<file path="src/hw/irq_ctrl_pkg.sv">
package irq_ctrl_pkg;

  // Register byte offsets on the AXI4-Lite bus.
  localparam logic [7:0] OFF_CONTROL     = 8'h00;
  localparam logic [7:0] OFF_TIMER_EN    = 8'h04;
  localparam logic [7:0] OFF_CAPCOMP_EN  = 8'h08;
  localparam logic [7:0] OFF_FLAGS       = 8'h0C;
  localparam logic [7:0] OFF_STATUS      = 8'h10;
  localparam logic [7:0] OFF_MASK        = 8'h14;
  localparam logic [7:0] OFF_SAVED_PC    = 8'h18;

  // Control register fields.
  localparam int BIT_GLOBAL_EN = 0;
  localparam int BIT_GROUP_EN  = 1;
  // Flag register layout: four peripheral events.
  localparam int FLG_TMR_OVF  = 0;
  localparam int FLG_TMR_MAT  = 1;
  localparam int FLG_CCP_ONE  = 2;
  localparam int FLG_CCP_TWO  = 3;
  localparam int NUM_EVENTS   = 4;
  // Status events for the bus interrupt.
  localparam int ST_VECTOR = 0;
  localparam int ST_RETURN = 1;

  localparam int PC_W = 13;
  localparam logic [PC_W-1:0] VECTOR_ADDR = 13'h0004;
  localparam int CTX_W = 32;
  localparam logic [1:0] QUARTER_LAST = 2'h3;
  localparam logic [1:0] RESP_OKAY   = 2'h0;
  localparam logic [1:0] RESP_SLVERR = 2'h2;

  typedef enum logic [1:0] {
    ST_RUN     = 2'b00,
    ST_ACCEPT  = 2'b01,
    ST_SERVICE = 2'b11
  } svc_state_t;

endpackage

</file>
<file path="src/hw/cpu_interrupt_controller.sv">
// The register addresses and the AXI4-Lite interface to the registers were chosen for this implementation.
`timescale 1ns/1ps
module cpu_interrupt_controller (
  // Clock and reset
  input  wire logic                           aclk,
  input  wire logic                           aresetn,
  // AXI4-Lite write
  input  wire logic [7:0]                     s_axi_awaddr,
  input  wire logic                           s_axi_awvalid,
  output logic                                s_axi_awready,
  input  wire logic [31:0]                    s_axi_wdata,
  input  wire logic [3:0]                     s_axi_wstrb,
  input  wire logic                           s_axi_wvalid,
  output logic                                s_axi_wready,
  output logic [1:0]                          s_axi_bresp,
  output logic                                s_axi_bvalid,
  input  wire logic                           s_axi_bready,
  // AXI4-Lite read
  input  wire logic [7:0]                     s_axi_araddr,
  input  wire logic                           s_axi_arvalid,
  output logic                                s_axi_arready,
  output logic [31:0]                         s_axi_rdata,
  output logic [1:0]                          s_axi_rresp,
  output logic                                s_axi_rvalid,
  input  wire logic                           s_axi_rready,
  // Peripheral events, one-cycle pulses
  input  wire logic [irq_ctrl_pkg::NUM_EVENTS-1:0] event_pulse,
  // Core sequencer
  input  wire logic                           first_quarter_phase,
  input  wire logic [irq_ctrl_pkg::PC_W-1:0]  core_pc,
  input  wire logic [irq_ctrl_pkg::CTX_W-1:0] core_context,
  input  wire logic                           return_from_service,
  output logic                                flush_prefetch,
  output logic                                pc_load,
  output logic [irq_ctrl_pkg::PC_W-1:0]       pc_load_value,
  output logic                                context_restore,
  output logic [irq_ctrl_pkg::CTX_W-1:0]      shadow_context,
  output logic                                core_irq_request,
  // Bus interrupt
  output logic                                irq
);

  logic                                 global_irq_enable;
  logic                                 periph_group_enable;
  logic [7:0]                           timer_irq_enable;
  logic [7:0]                           capture_compare_irq_enable;
  logic [irq_ctrl_pkg::NUM_EVENTS-1:0]  periph_flag_regs;
  logic [irq_ctrl_pkg::NUM_EVENTS-1:0]  event_enable;
  logic [1:0]                           status;
  logic [1:0]                           mask;
  logic [irq_ctrl_pkg::PC_W-1:0]        saved_pc;
  irq_ctrl_pkg::svc_state_t             state;
  logic                                 next_request;
  logic                                 take_irq;
  logic                                 aw_held;
  logic                                 w_held;
  logic [7:0]                           aw_addr;
  logic [31:0]                          w_data;
  logic [3:0]                           w_strb;
  logic                                 do_write;
  logic                                 do_read;
  logic [31:0]                          read_value;
  logic                                 read_ok;
  logic                                 write_ok;
  logic [irq_ctrl_pkg::NUM_EVENTS-1:0]  flag_write;
  logic                                 status_read;

  assign event_enable = {capture_compare_irq_enable[1:0], timer_irq_enable[1:0]};

  always_comb
  begin
    next_request = global_irq_enable & periph_group_enable &
                   (|(periph_flag_regs & event_enable));
  end

  assign take_irq = (state == irq_ctrl_pkg::ST_RUN) & first_quarter_phase & next_request;

  // Write channel: address and data are taken independently.
  assign do_write = aw_held & w_held & ~s_axi_bvalid;
  assign do_read  = s_axi_arvalid & s_axi_arready;

  always_ff @(posedge aclk)
  begin
    if (!aresetn)
    begin
      aw_held       <= 1'b0;
      w_held        <= 1'b0;
      aw_addr       <= 8'h00;
      w_data        <= 32'h0000_0000;
      w_strb        <= 4'h0;
      s_axi_awready <= 1'b0;
      s_axi_wready  <= 1'b0;
      s_axi_bvalid  <= 1'b0;
      s_axi_bresp   <= irq_ctrl_pkg::RESP_OKAY;
    end
    else
    begin
      s_axi_awready <= ~aw_held & ~(s_axi_awvalid & s_axi_awready);
      s_axi_wready  <= ~w_held & ~(s_axi_wvalid & s_axi_wready);
      if (s_axi_awvalid && s_axi_awready)
      begin
        aw_held <= 1'b1;
        aw_addr <= s_axi_awaddr;
      end
      if (s_axi_wvalid && s_axi_wready)
      begin
        w_held <= 1'b1;
        w_data <= s_axi_wdata;
        w_strb <= s_axi_wstrb;
      end
      if (do_write)
      begin
        aw_held      <= 1'b0;
        w_held       <= 1'b0;
        s_axi_bvalid <= 1'b1;
        s_axi_bresp  <= write_ok ? irq_ctrl_pkg::RESP_OKAY : irq_ctrl_pkg::RESP_SLVERR;
      end
      else if (s_axi_bvalid && s_axi_bready)
      begin
        s_axi_bvalid <= 1'b0;
      end
    end
  end

  always_comb
  begin
    case (aw_addr)
      irq_ctrl_pkg::OFF_CONTROL,
      irq_ctrl_pkg::OFF_TIMER_EN,
      irq_ctrl_pkg::OFF_CAPCOMP_EN,
      irq_ctrl_pkg::OFF_FLAGS,
      irq_ctrl_pkg::OFF_MASK:       write_ok = 1'b1;
      default:                      write_ok = 1'b0;
    endcase
  end

  always_comb
  begin
    read_ok    = 1'b1;
    read_value = 32'h0000_0000;
    case (s_axi_araddr)
      irq_ctrl_pkg::OFF_CONTROL:
        read_value = {30'h0, periph_group_enable, global_irq_enable};
      irq_ctrl_pkg::OFF_TIMER_EN:   read_value = {24'h0, timer_irq_enable};
      irq_ctrl_pkg::OFF_CAPCOMP_EN: read_value = {24'h0, capture_compare_irq_enable};
      irq_ctrl_pkg::OFF_FLAGS:      read_value = {28'h0, periph_flag_regs};
      irq_ctrl_pkg::OFF_STATUS:     read_value = {30'h0, status};
      irq_ctrl_pkg::OFF_MASK:       read_value = {30'h0, mask};
      irq_ctrl_pkg::OFF_SAVED_PC:   read_value = {19'h0, saved_pc};
      default:                      read_ok = 1'b0;
    endcase
  end

  always_ff @(posedge aclk)
  begin
    if (!aresetn)
    begin
      s_axi_arready <= 1'b0;
      s_axi_rvalid  <= 1'b0;
      s_axi_rdata   <= 32'h0000_0000;
      s_axi_rresp   <= irq_ctrl_pkg::RESP_OKAY;
    end
    else
    begin
      s_axi_arready <= ~s_axi_rvalid & ~do_read;
      if (do_read)
      begin
        s_axi_rvalid <= 1'b1;
        s_axi_rdata  <= read_value;
        s_axi_rresp  <= read_ok ? irq_ctrl_pkg::RESP_OKAY : irq_ctrl_pkg::RESP_SLVERR;
      end
      else if (s_axi_rvalid && s_axi_rready)
      begin
        s_axi_rvalid <= 1'b0;
      end
    end
  end

  assign status_read = do_read & (s_axi_araddr == irq_ctrl_pkg::OFF_STATUS);

  // Enable registers; only the low two bits exist so the rest stay zero.
  always_ff @(posedge aclk)
  begin
    if (!aresetn)
    begin
      timer_irq_enable           <= 8'h00;
      capture_compare_irq_enable <= 8'h00;
      periph_group_enable        <= 1'b0;
      mask                       <= 2'h0;
    end
    else if (do_write && w_strb[0])
    begin
      if (aw_addr == irq_ctrl_pkg::OFF_TIMER_EN)
        timer_irq_enable <= {6'h00, w_data[1:0]};
      if (aw_addr == irq_ctrl_pkg::OFF_CAPCOMP_EN)
        capture_compare_irq_enable <= {6'h00, w_data[1:0]};
      if (aw_addr == irq_ctrl_pkg::OFF_CONTROL)
        periph_group_enable <= w_data[irq_ctrl_pkg::BIT_GROUP_EN];
      if (aw_addr == irq_ctrl_pkg::OFF_MASK)
        mask <= w_data[1:0];
    end
  end

  // Global enable: hardware acceptance outranks a software write that
  // lands on the same edge, so a vector is never taken with it left set.
  always_ff @(posedge aclk)
  begin
    if (!aresetn)
      global_irq_enable <= 1'b0;
    else if (take_irq)
      global_irq_enable <= 1'b0;
    else if (return_from_service && state == irq_ctrl_pkg::ST_SERVICE)
      global_irq_enable <= 1'b1;
    else if (do_write && w_strb[0] && aw_addr == irq_ctrl_pkg::OFF_CONTROL)
      global_irq_enable <= w_data[irq_ctrl_pkg::BIT_GLOBAL_EN];
  end

  assign flag_write = (do_write && w_strb[0] && aw_addr == irq_ctrl_pkg::OFF_FLAGS) ?
                      ~w_data[irq_ctrl_pkg::NUM_EVENTS-1:0] : '0;

  generate
    for (genvar i = 0; i < irq_ctrl_pkg::NUM_EVENTS; i++)
    begin : g_flag
      always_ff @(posedge aclk)
      begin
        if (!aresetn)
          periph_flag_regs[i] <= 1'b0;
        else if (event_pulse[i])
          periph_flag_regs[i] <= 1'b1;
        else if (flag_write[i])
          periph_flag_regs[i] <= 1'b0;
      end
    end
  endgenerate

  always_ff @(posedge aclk)
  begin
    if (!aresetn)
      state <= irq_ctrl_pkg::ST_RUN;
    else
    begin
      case (state)
        irq_ctrl_pkg::ST_RUN:
          if (take_irq)
            state <= irq_ctrl_pkg::ST_ACCEPT;
        irq_ctrl_pkg::ST_ACCEPT:
          state <= irq_ctrl_pkg::ST_SERVICE;
        irq_ctrl_pkg::ST_SERVICE:
          if (return_from_service)
            state <= irq_ctrl_pkg::ST_RUN;
        default:
          state <= irq_ctrl_pkg::ST_RUN;
      endcase
    end
  end

  // Core-facing strobes; all registered, one cycle after acceptance or return; core_irq_request one cycle after next_request.
  always_ff @(posedge aclk)
  begin
    if (!aresetn)
    begin
      flush_prefetch   <= 1'b0;
      pc_load          <= 1'b0;
      pc_load_value    <= '0;
      context_restore  <= 1'b0;
      shadow_context   <= '0;
      saved_pc         <= '0;
      core_irq_request <= 1'b0;
    end
    else
    begin
      core_irq_request <= next_request;
      flush_prefetch   <= take_irq;
      context_restore  <= 1'b0;
      pc_load          <= 1'b0;
      if (take_irq)
      begin
        pc_load       <= 1'b1;
        pc_load_value <= irq_ctrl_pkg::VECTOR_ADDR;
        saved_pc      <= core_pc;
        shadow_context <= core_context;
      end
      else if (return_from_service && state == irq_ctrl_pkg::ST_SERVICE)
      begin
        pc_load         <= 1'b1;
        pc_load_value   <= saved_pc;
        context_restore <= 1'b1;
      end
    end
  end

  // Bus interrupt status; a read clears, a new event in that cycle wins.
  always_ff @(posedge aclk)
  begin
    if (!aresetn)
    begin
      status <= 2'h0;
      irq    <= 1'b0;
    end
    else
    begin
      status[irq_ctrl_pkg::ST_VECTOR] <= take_irq |
        (status[irq_ctrl_pkg::ST_VECTOR] & ~status_read);
      status[irq_ctrl_pkg::ST_RETURN] <=
        (return_from_service & (state == irq_ctrl_pkg::ST_SERVICE)) |
        (status[irq_ctrl_pkg::ST_RETURN] & ~status_read);
      irq <= |(status & mask);
    end
  end

  // Assertions.
  a_vector_address: assert property (@(posedge aclk) disable iff (!aresetn)
    take_irq |=> pc_load && pc_load_value == irq_ctrl_pkg::VECTOR_ADDR)
    else $error("vector not loaded");
  a_flush_accept: assert property (@(posedge aclk) disable iff (!aresetn)
    flush_prefetch == $past(take_irq))
    else $error("flush not tied to accept");
  a_global_cleared: assert property (@(posedge aclk) disable iff (!aresetn)
    take_irq |=> !global_irq_enable && saved_pc == $past(core_pc))
    else $error("accept did not clear enable or push pc");
  a_shadow_save: assert property (@(posedge aclk) disable iff (!aresetn)
    take_irq |=> shadow_context == $past(core_context))
    else $error("context not shadowed");
  a_no_vector_gie: assert property (@(posedge aclk) disable iff (!aresetn)
    !global_irq_enable |-> !take_irq)
    else $error("vector taken with global clear");
  a_return_path: assert property (@(posedge aclk) disable iff (!aresetn)
    (return_from_service && state == irq_ctrl_pkg::ST_SERVICE) |=>
    global_irq_enable && context_restore && pc_load_value == $past(saved_pc))
    else $error("return did not restore");
  a_flag_set: assert property (@(posedge aclk) disable iff (!aresetn)
    event_pulse[0] |=> periph_flag_regs[0])
    else $error("event lost");
  a_quarter_sample: assert property (@(posedge aclk) disable iff (!aresetn)
    take_irq |-> first_quarter_phase && next_request)
    else $error("request sampled outside first quarter");
  a_enable_upper: assert property (@(posedge aclk) disable iff (!aresetn)
    timer_irq_enable[7:2] == 6'h00 && capture_compare_irq_enable[7:2] == 6'h00)
    else $error("upper enable bits set");
  a_request_gate: assert property (@(posedge aclk) disable iff (!aresetn)
    core_irq_request |-> $past(global_irq_enable && periph_group_enable))
    else $error("request without enables");

  c_accept: cover property (@(posedge aclk) disable iff (!aresetn) take_irq);
  c_return: cover property (@(posedge aclk) disable iff (!aresetn)
    state == irq_ctrl_pkg::ST_SERVICE && return_from_service);
  c_set_clear: cover property (@(posedge aclk) disable iff (!aresetn)
    event_pulse[0] && flag_write[0]);
  c_bus_irq: cover property (@(posedge aclk) disable iff (!aresetn) irq);

endmodule // cpu_interrupt_controller

</file>
<file path="config.mk">
export PLATFORM = sky130hd
export DESIGN_NAME = cpu_interrupt_controller
export DESIGN_NICKNAME = d
export VERILOG_FILES = /design/src/hw/irq_ctrl_pkg.sv /design/src/hw/cpu_interrupt_controller.sv
export SDC_FILE = /design/constraint.sdc
export NUM_CORES = 1
export LEC_CHECK = 0
export BUFFER_PORTS_ARGS = -buffer_cell sky130_fd_sc_hd__buf_2
export CORE_ASPECT_RATIO = 0.8
export CORE_MARGIN = 3
export CORE_UTILIZATION = 50
export DETAILED_ROUTE_END_ITERATION = 12
export PLACE_DENSITY_LB_ADDON = 0.3
export SETUP_SLACK_MARGIN = 0.3
export SLEW_MARGIN = 20
export SYNTH_ARGS = -nofsm -noshare
export SYNTH_HDL_FRONTEND = slang
export SYNTH_SLANG_ARGS = --single-unit
</file>
<file path="constraint.sdc">
create_clock -name aclk -period 5.8 [get_ports aclk]
set_input_delay 1.74 -clock aclk [delete_from_list [all_inputs] [get_ports aclk]]
set_output_delay 1.74 -clock aclk [all_outputs]
set_load 0.005 [all_outputs]
</file>
# Word level (Yosys, flattened, before mapping)
# Cells that the tools add are included.
# W data, S select, Z words.
[totals]
reg_bits = 135
in_bits = 110
output_inout_bits = 91
wordCells = 134
[classes]
bitwise = 30
mux = 27
n_reduce_logical = 30
n_eq_ne = 14
[op_table]
columns = ["operator", "count"]
rows = [
  ["$pmux W13 S7", 1],
  ["$eq A8 B4 Y1 const B", 4],
  ["$eq A8 B5 Y1 const B", 4],
  ["$mux W1", 18],
  ["$and A1 B1 Y1", 16],
  ["$eq A8 B3 Y1 const B", 2],
  ["$logic_not A8 Y1", 2],
  ["$reduce_bool A2 Y1", 8],
  ["$reduce_and A2 Y1", 5],
  ["$not A1 Y1", 9],
  ["$logic_and A1 B1 Y1", 8],
  ["$mux W2", 4],
  ["$reduce_or A7 Y1", 1],
  ["$mux W3", 2],
  ["$pmux W2 S3", 1],
  ["$reduce_or A2 Y1", 3],
  ["$reduce_or A5 Y1", 1],
  ["$and A4 B4 Y4", 1],
  ["$mux W4", 1],
  ["$ne A2 B2 Y1 const B", 2],
  ["$not A4 Y4", 1],
  ["$reduce_or A4 Y1", 1],
  ["$and A2 B2 Y2", 1],
  ["$eq A2 B1 Y1 const B", 1],
  ["other kinds (3)", 4],
]

# Depth between registers and ports, before layout
[logic_depth]
ltp_word = 7
mapped_depth = 7
mapped_depth_nobuf = 4

# Worst setup path before layout
# Ideal clock, no wire load.
[synth_timing]
kind = "in2reg"
from = "in s_axi_araddr[4]"
to = "reg s_axi_rdata[10]"
arrival_ps = 2995
setup_slack_ps = 2745
required_ps = 5741
path_stages = 6
cell_sequence = "clkbuf_1 nor2b_1 and3_1 and3_1 clkbuf_1 a22o_1"
[synth_between]
elab_chain_len = 2
elab_cells_between_ends = 8
[synth_rtl]
columns = ["element", "line", "rtl"]
rows = [
  ["start: declaration", "cpu_interrupt_controller.sv:19", "input wire logic [7:0] s_axi_araddr,"],
  ["$eq A8 B5 Y1 (tied with other cells)", "cpu_interrupt_controller.sv:141", "case (s_axi_araddr)"],
  ["$pmux W13 S7 (*)", "cpu_interrupt_controller.sv:141", ""],
  ["end signal: assignment", "cpu_interrupt_controller.sv:169", "s_axi_rdata <= read_value;"],
  ["end: declaration", "cpu_interrupt_controller.sv:22", "output logic [31:0] s_axi_rdata,"],
]
# Mark *: on every way between the ends. The rest lies on a longest branch, timed or not.
# A chain may end at the register's enable or synchronous reset.

==> out/metrics.yaml <==
run_status: "completed"
wl_per_cell_um: 14.7
cts_made_buffers: 17
period_minus_slack_ns: 3.03
relSlewSlack: 0.417
p_leak_nw: 2.56
min_path_type: "flop to flop"
num_io_pins: 201
cap_violations: 0
nets: 676
drv_slew: 0
cts_resized: 0
cts_max_level: 4
avgSynthCellArea_um2: 10.0
multiInputGateArea_um2: 1780
cts_sinks: 114
vias_per_cell: 5.13
critical-path-max-stage-delay_ns: 0.91
die_w_um: 109
seq_area_um2: 2280
cp_data_arrival_time_ns: 3.47
core-area_um2: 8090
cts_tree: "done"
grt_start_max_net_pins: 50
pre_cts_ws_ns: 2.10
fill_cells: 623
critPathTopFamily: "simple AND/OR/NAND/NOR gates"
clock-skew-final_ns: 0.0163
hold_buffers: 0
hold_ws_ns: 0.446
overflow: 0
rsz0062_at_grt: "no"
cts_setup_buffers: 0
grt_usage: 0.207
ant_nets: 0
crit_path_end_kind: "flop"
p_per_area_nw_per_um2: 354
grt_pass1_vias: 3254
portBuffers: 148
grt_first_pass_wirelength_um: 15600
dp_hpwl_um: 6980
synth_cell_types: 40
clk_pin_slew_ns: 0.06
yosysSeqAreaShare: 0.536
setup_slack_ns: 2.77
tightest_slew_ns: 0.875
critPathKind: "primary input to flop"
die_h_um: 88.5
setup_violations: 0
antennaDiodeCount: 0
cts_root_buf: "clkbuf_8"
drtPass1Iterations: 4
finalCritPeriodShare: 0.522
required_ns: 6.24
mappedNetlistArea_um2: 4250
timing.fmax_mhz: 330
worst-path-buf-inv: 1
synthCells: 424
wl_um: 10100
gp_congestion: 0.818
insertion_delay_ns: 0.51
start_util: 0.526
start_kind: "primary input"
slowest_stage: "and3_2"
synth-seq-cells: 114
dieArea_um2: 9660
yosys_warnings: 0
place_area_um2: 4960
total_power_mw: 1.99
vias: 3523
drive_above_1_share: 0.332
peakVddDrop_mv: 0.278
drc: 0
critPathMaxFanout: 49
area_delta_synth_final_pct: 32.0
post-route-cell-area_um2: 5610
drt_iter0_drc: 158
hold_violations: 0
row_count: 29
crit_chain: "buf_2 -> and3_2 -> a22o_1"
ctsLongestPathBuffers: 2
antenna_found_initial: 0
setup_tns_ns: 0
==> logic make-up after synthesis <==
kind of cell,Yosys count,synth area share
muxes,13,0.0335
buffers and inverters,51,0.0656
other,1,0.000882
and+or+nand+nor,129,0.157
DFF,114,0.536
AOI/OAI and AO/OA,116,0.206
==> cells in the final DEF, fill, tap and decap left out, types with 4 or more instances in the layout <==
cell	count
a21boi_0	17
nor2b_1	11
clkbuf_16	16
a21oi_1	20
nand3_1	9
dfxtp_1	114
inv_1	5
conb_1	21
a22o_1	56
nand2_1	61
clkinv_2	4
nand2b_1	6
buf_2	148
nor2_1	14
nor4_2	4
bufinv_16	5
mux2i_1	12
and2_1	5
o21ai_0	8
==> registers in the layout (all words and copies together) (netlist names), 2 cells and up <==
| name | cells |
|---|---|
| w_data | 4 |
| periph_flag_regs | 4 |
| mask | 2 |
| shadow_context | 32 |
| pc_load_value | 13 |
| capture_compare_irq_enable | 2 |
| s_axi_rdata | 13 |
| state | 2 |
| status | 2 |
| aw_addr | 8 |
| timer_irq_enable | 2 |
| saved_pc | 13 |
==> metal layers <==
| metal | share of wire | global-route usage | up-vias | wire, um |
|---|---|---|---|---|
| met2 | 0.47 | 0.314 | 121 | 4750 |
| met5 | 0 | 0 | - | 0 |
| met3 | 0.071 | 0.0678 | 16 | 713 |
| li1 | - | - | 1756 | - |
| met4 | 0.018 | 0.0803 | 0 | 177 |
| met1 | 0.44 | 0.275 | 1630 | 4470 |
==> path summary, 6_finish.rpt <==
kind / from / endpoint / slack (ns) / cells past startpoint
max: aresetn / shadow_context[29] / 2.77 / 3
min reg2reg: s_axi_rvalid / s_axi_arready / 0.45 / 1
min: s_axi_rvalid / s_axi_arready / 0.45 / 1
max reg2reg: periph_flag_regs[3] / shadow_context[29] / 3.76 / 4
==> worst register-to-register path: cells and delay by family (launching register included) <==
family          cells  cell delay (ns)
simple gates        1             0.85
compound gates      3             0.74
flops               1             0.39
==> Yosys cell counts, drive strengths merged <==
cell type  number  area share
dfxtp         114        0.54
nand2          61       0.054
a22o           56        0.12
buf            23       0.041
clkbuf         23       0.020
a21oi          20       0.024
a21boi         18       0.032
nor2           14       0.012
mux2i          12       0.028
nor2b          11       0.016
nand3           9       0.011
o21ai           8      0.0094
and2            6      0.0088
nand2b          6      0.0088
inv             5      0.0044
and3            4      0.0059
nor4            4       0.012
a22oi           3      0.0053
nand3b          3      0.0053
nand4           3      0.0044
a31oi           2      0.0029
o211ai          2      0.0035
o311ai          2      0.0041
or4             2      0.0053
or4b            2      0.0056
or4bb           2      0.0053
a21bo           1      0.0024
conb            1     0.00088
mux4            1      0.0053
nand4b          1      0.0021
nor3            1      0.0012
o211a           1      0.0024
o21bai          1      0.0018
o31ai           1      0.0018
o41ai           1      0.0021
==> layout make-up <==
class                      count  share of cell area
tap                          108              0.0241
timing repair buffer         149               0.137
clock buffer                  18              0.0744
inverter                       5             0.00334
clock inverter                14              0.0377
multi-input combinational    279               0.317
sequential                   114               0.407
==> metrics by stage <==
stage	util	cells
2_1_floorplan	-	444
6_report	0.694	687
5_1_grt	0.694	687
4_1_cts	0.690	686
3_3_place_gp	0.613	654
3_5_place_dp	0.613	654
==> where the power goes <==
group | switching (mW) | leakage (nW) | internal [mW] | total (mW)
clock | 0.358 | 0.305 | 0.739 | 1.10
combinational | 0.0458 | 1.33 | 0.0388 | 0.0846
sequential | 0.0104 | 0.922 | 0.794 | 0.805
total | 0.414 | 2.56 | 1.57 | 1.99
No activity file was read; power rests on OpenSTA's default activity.
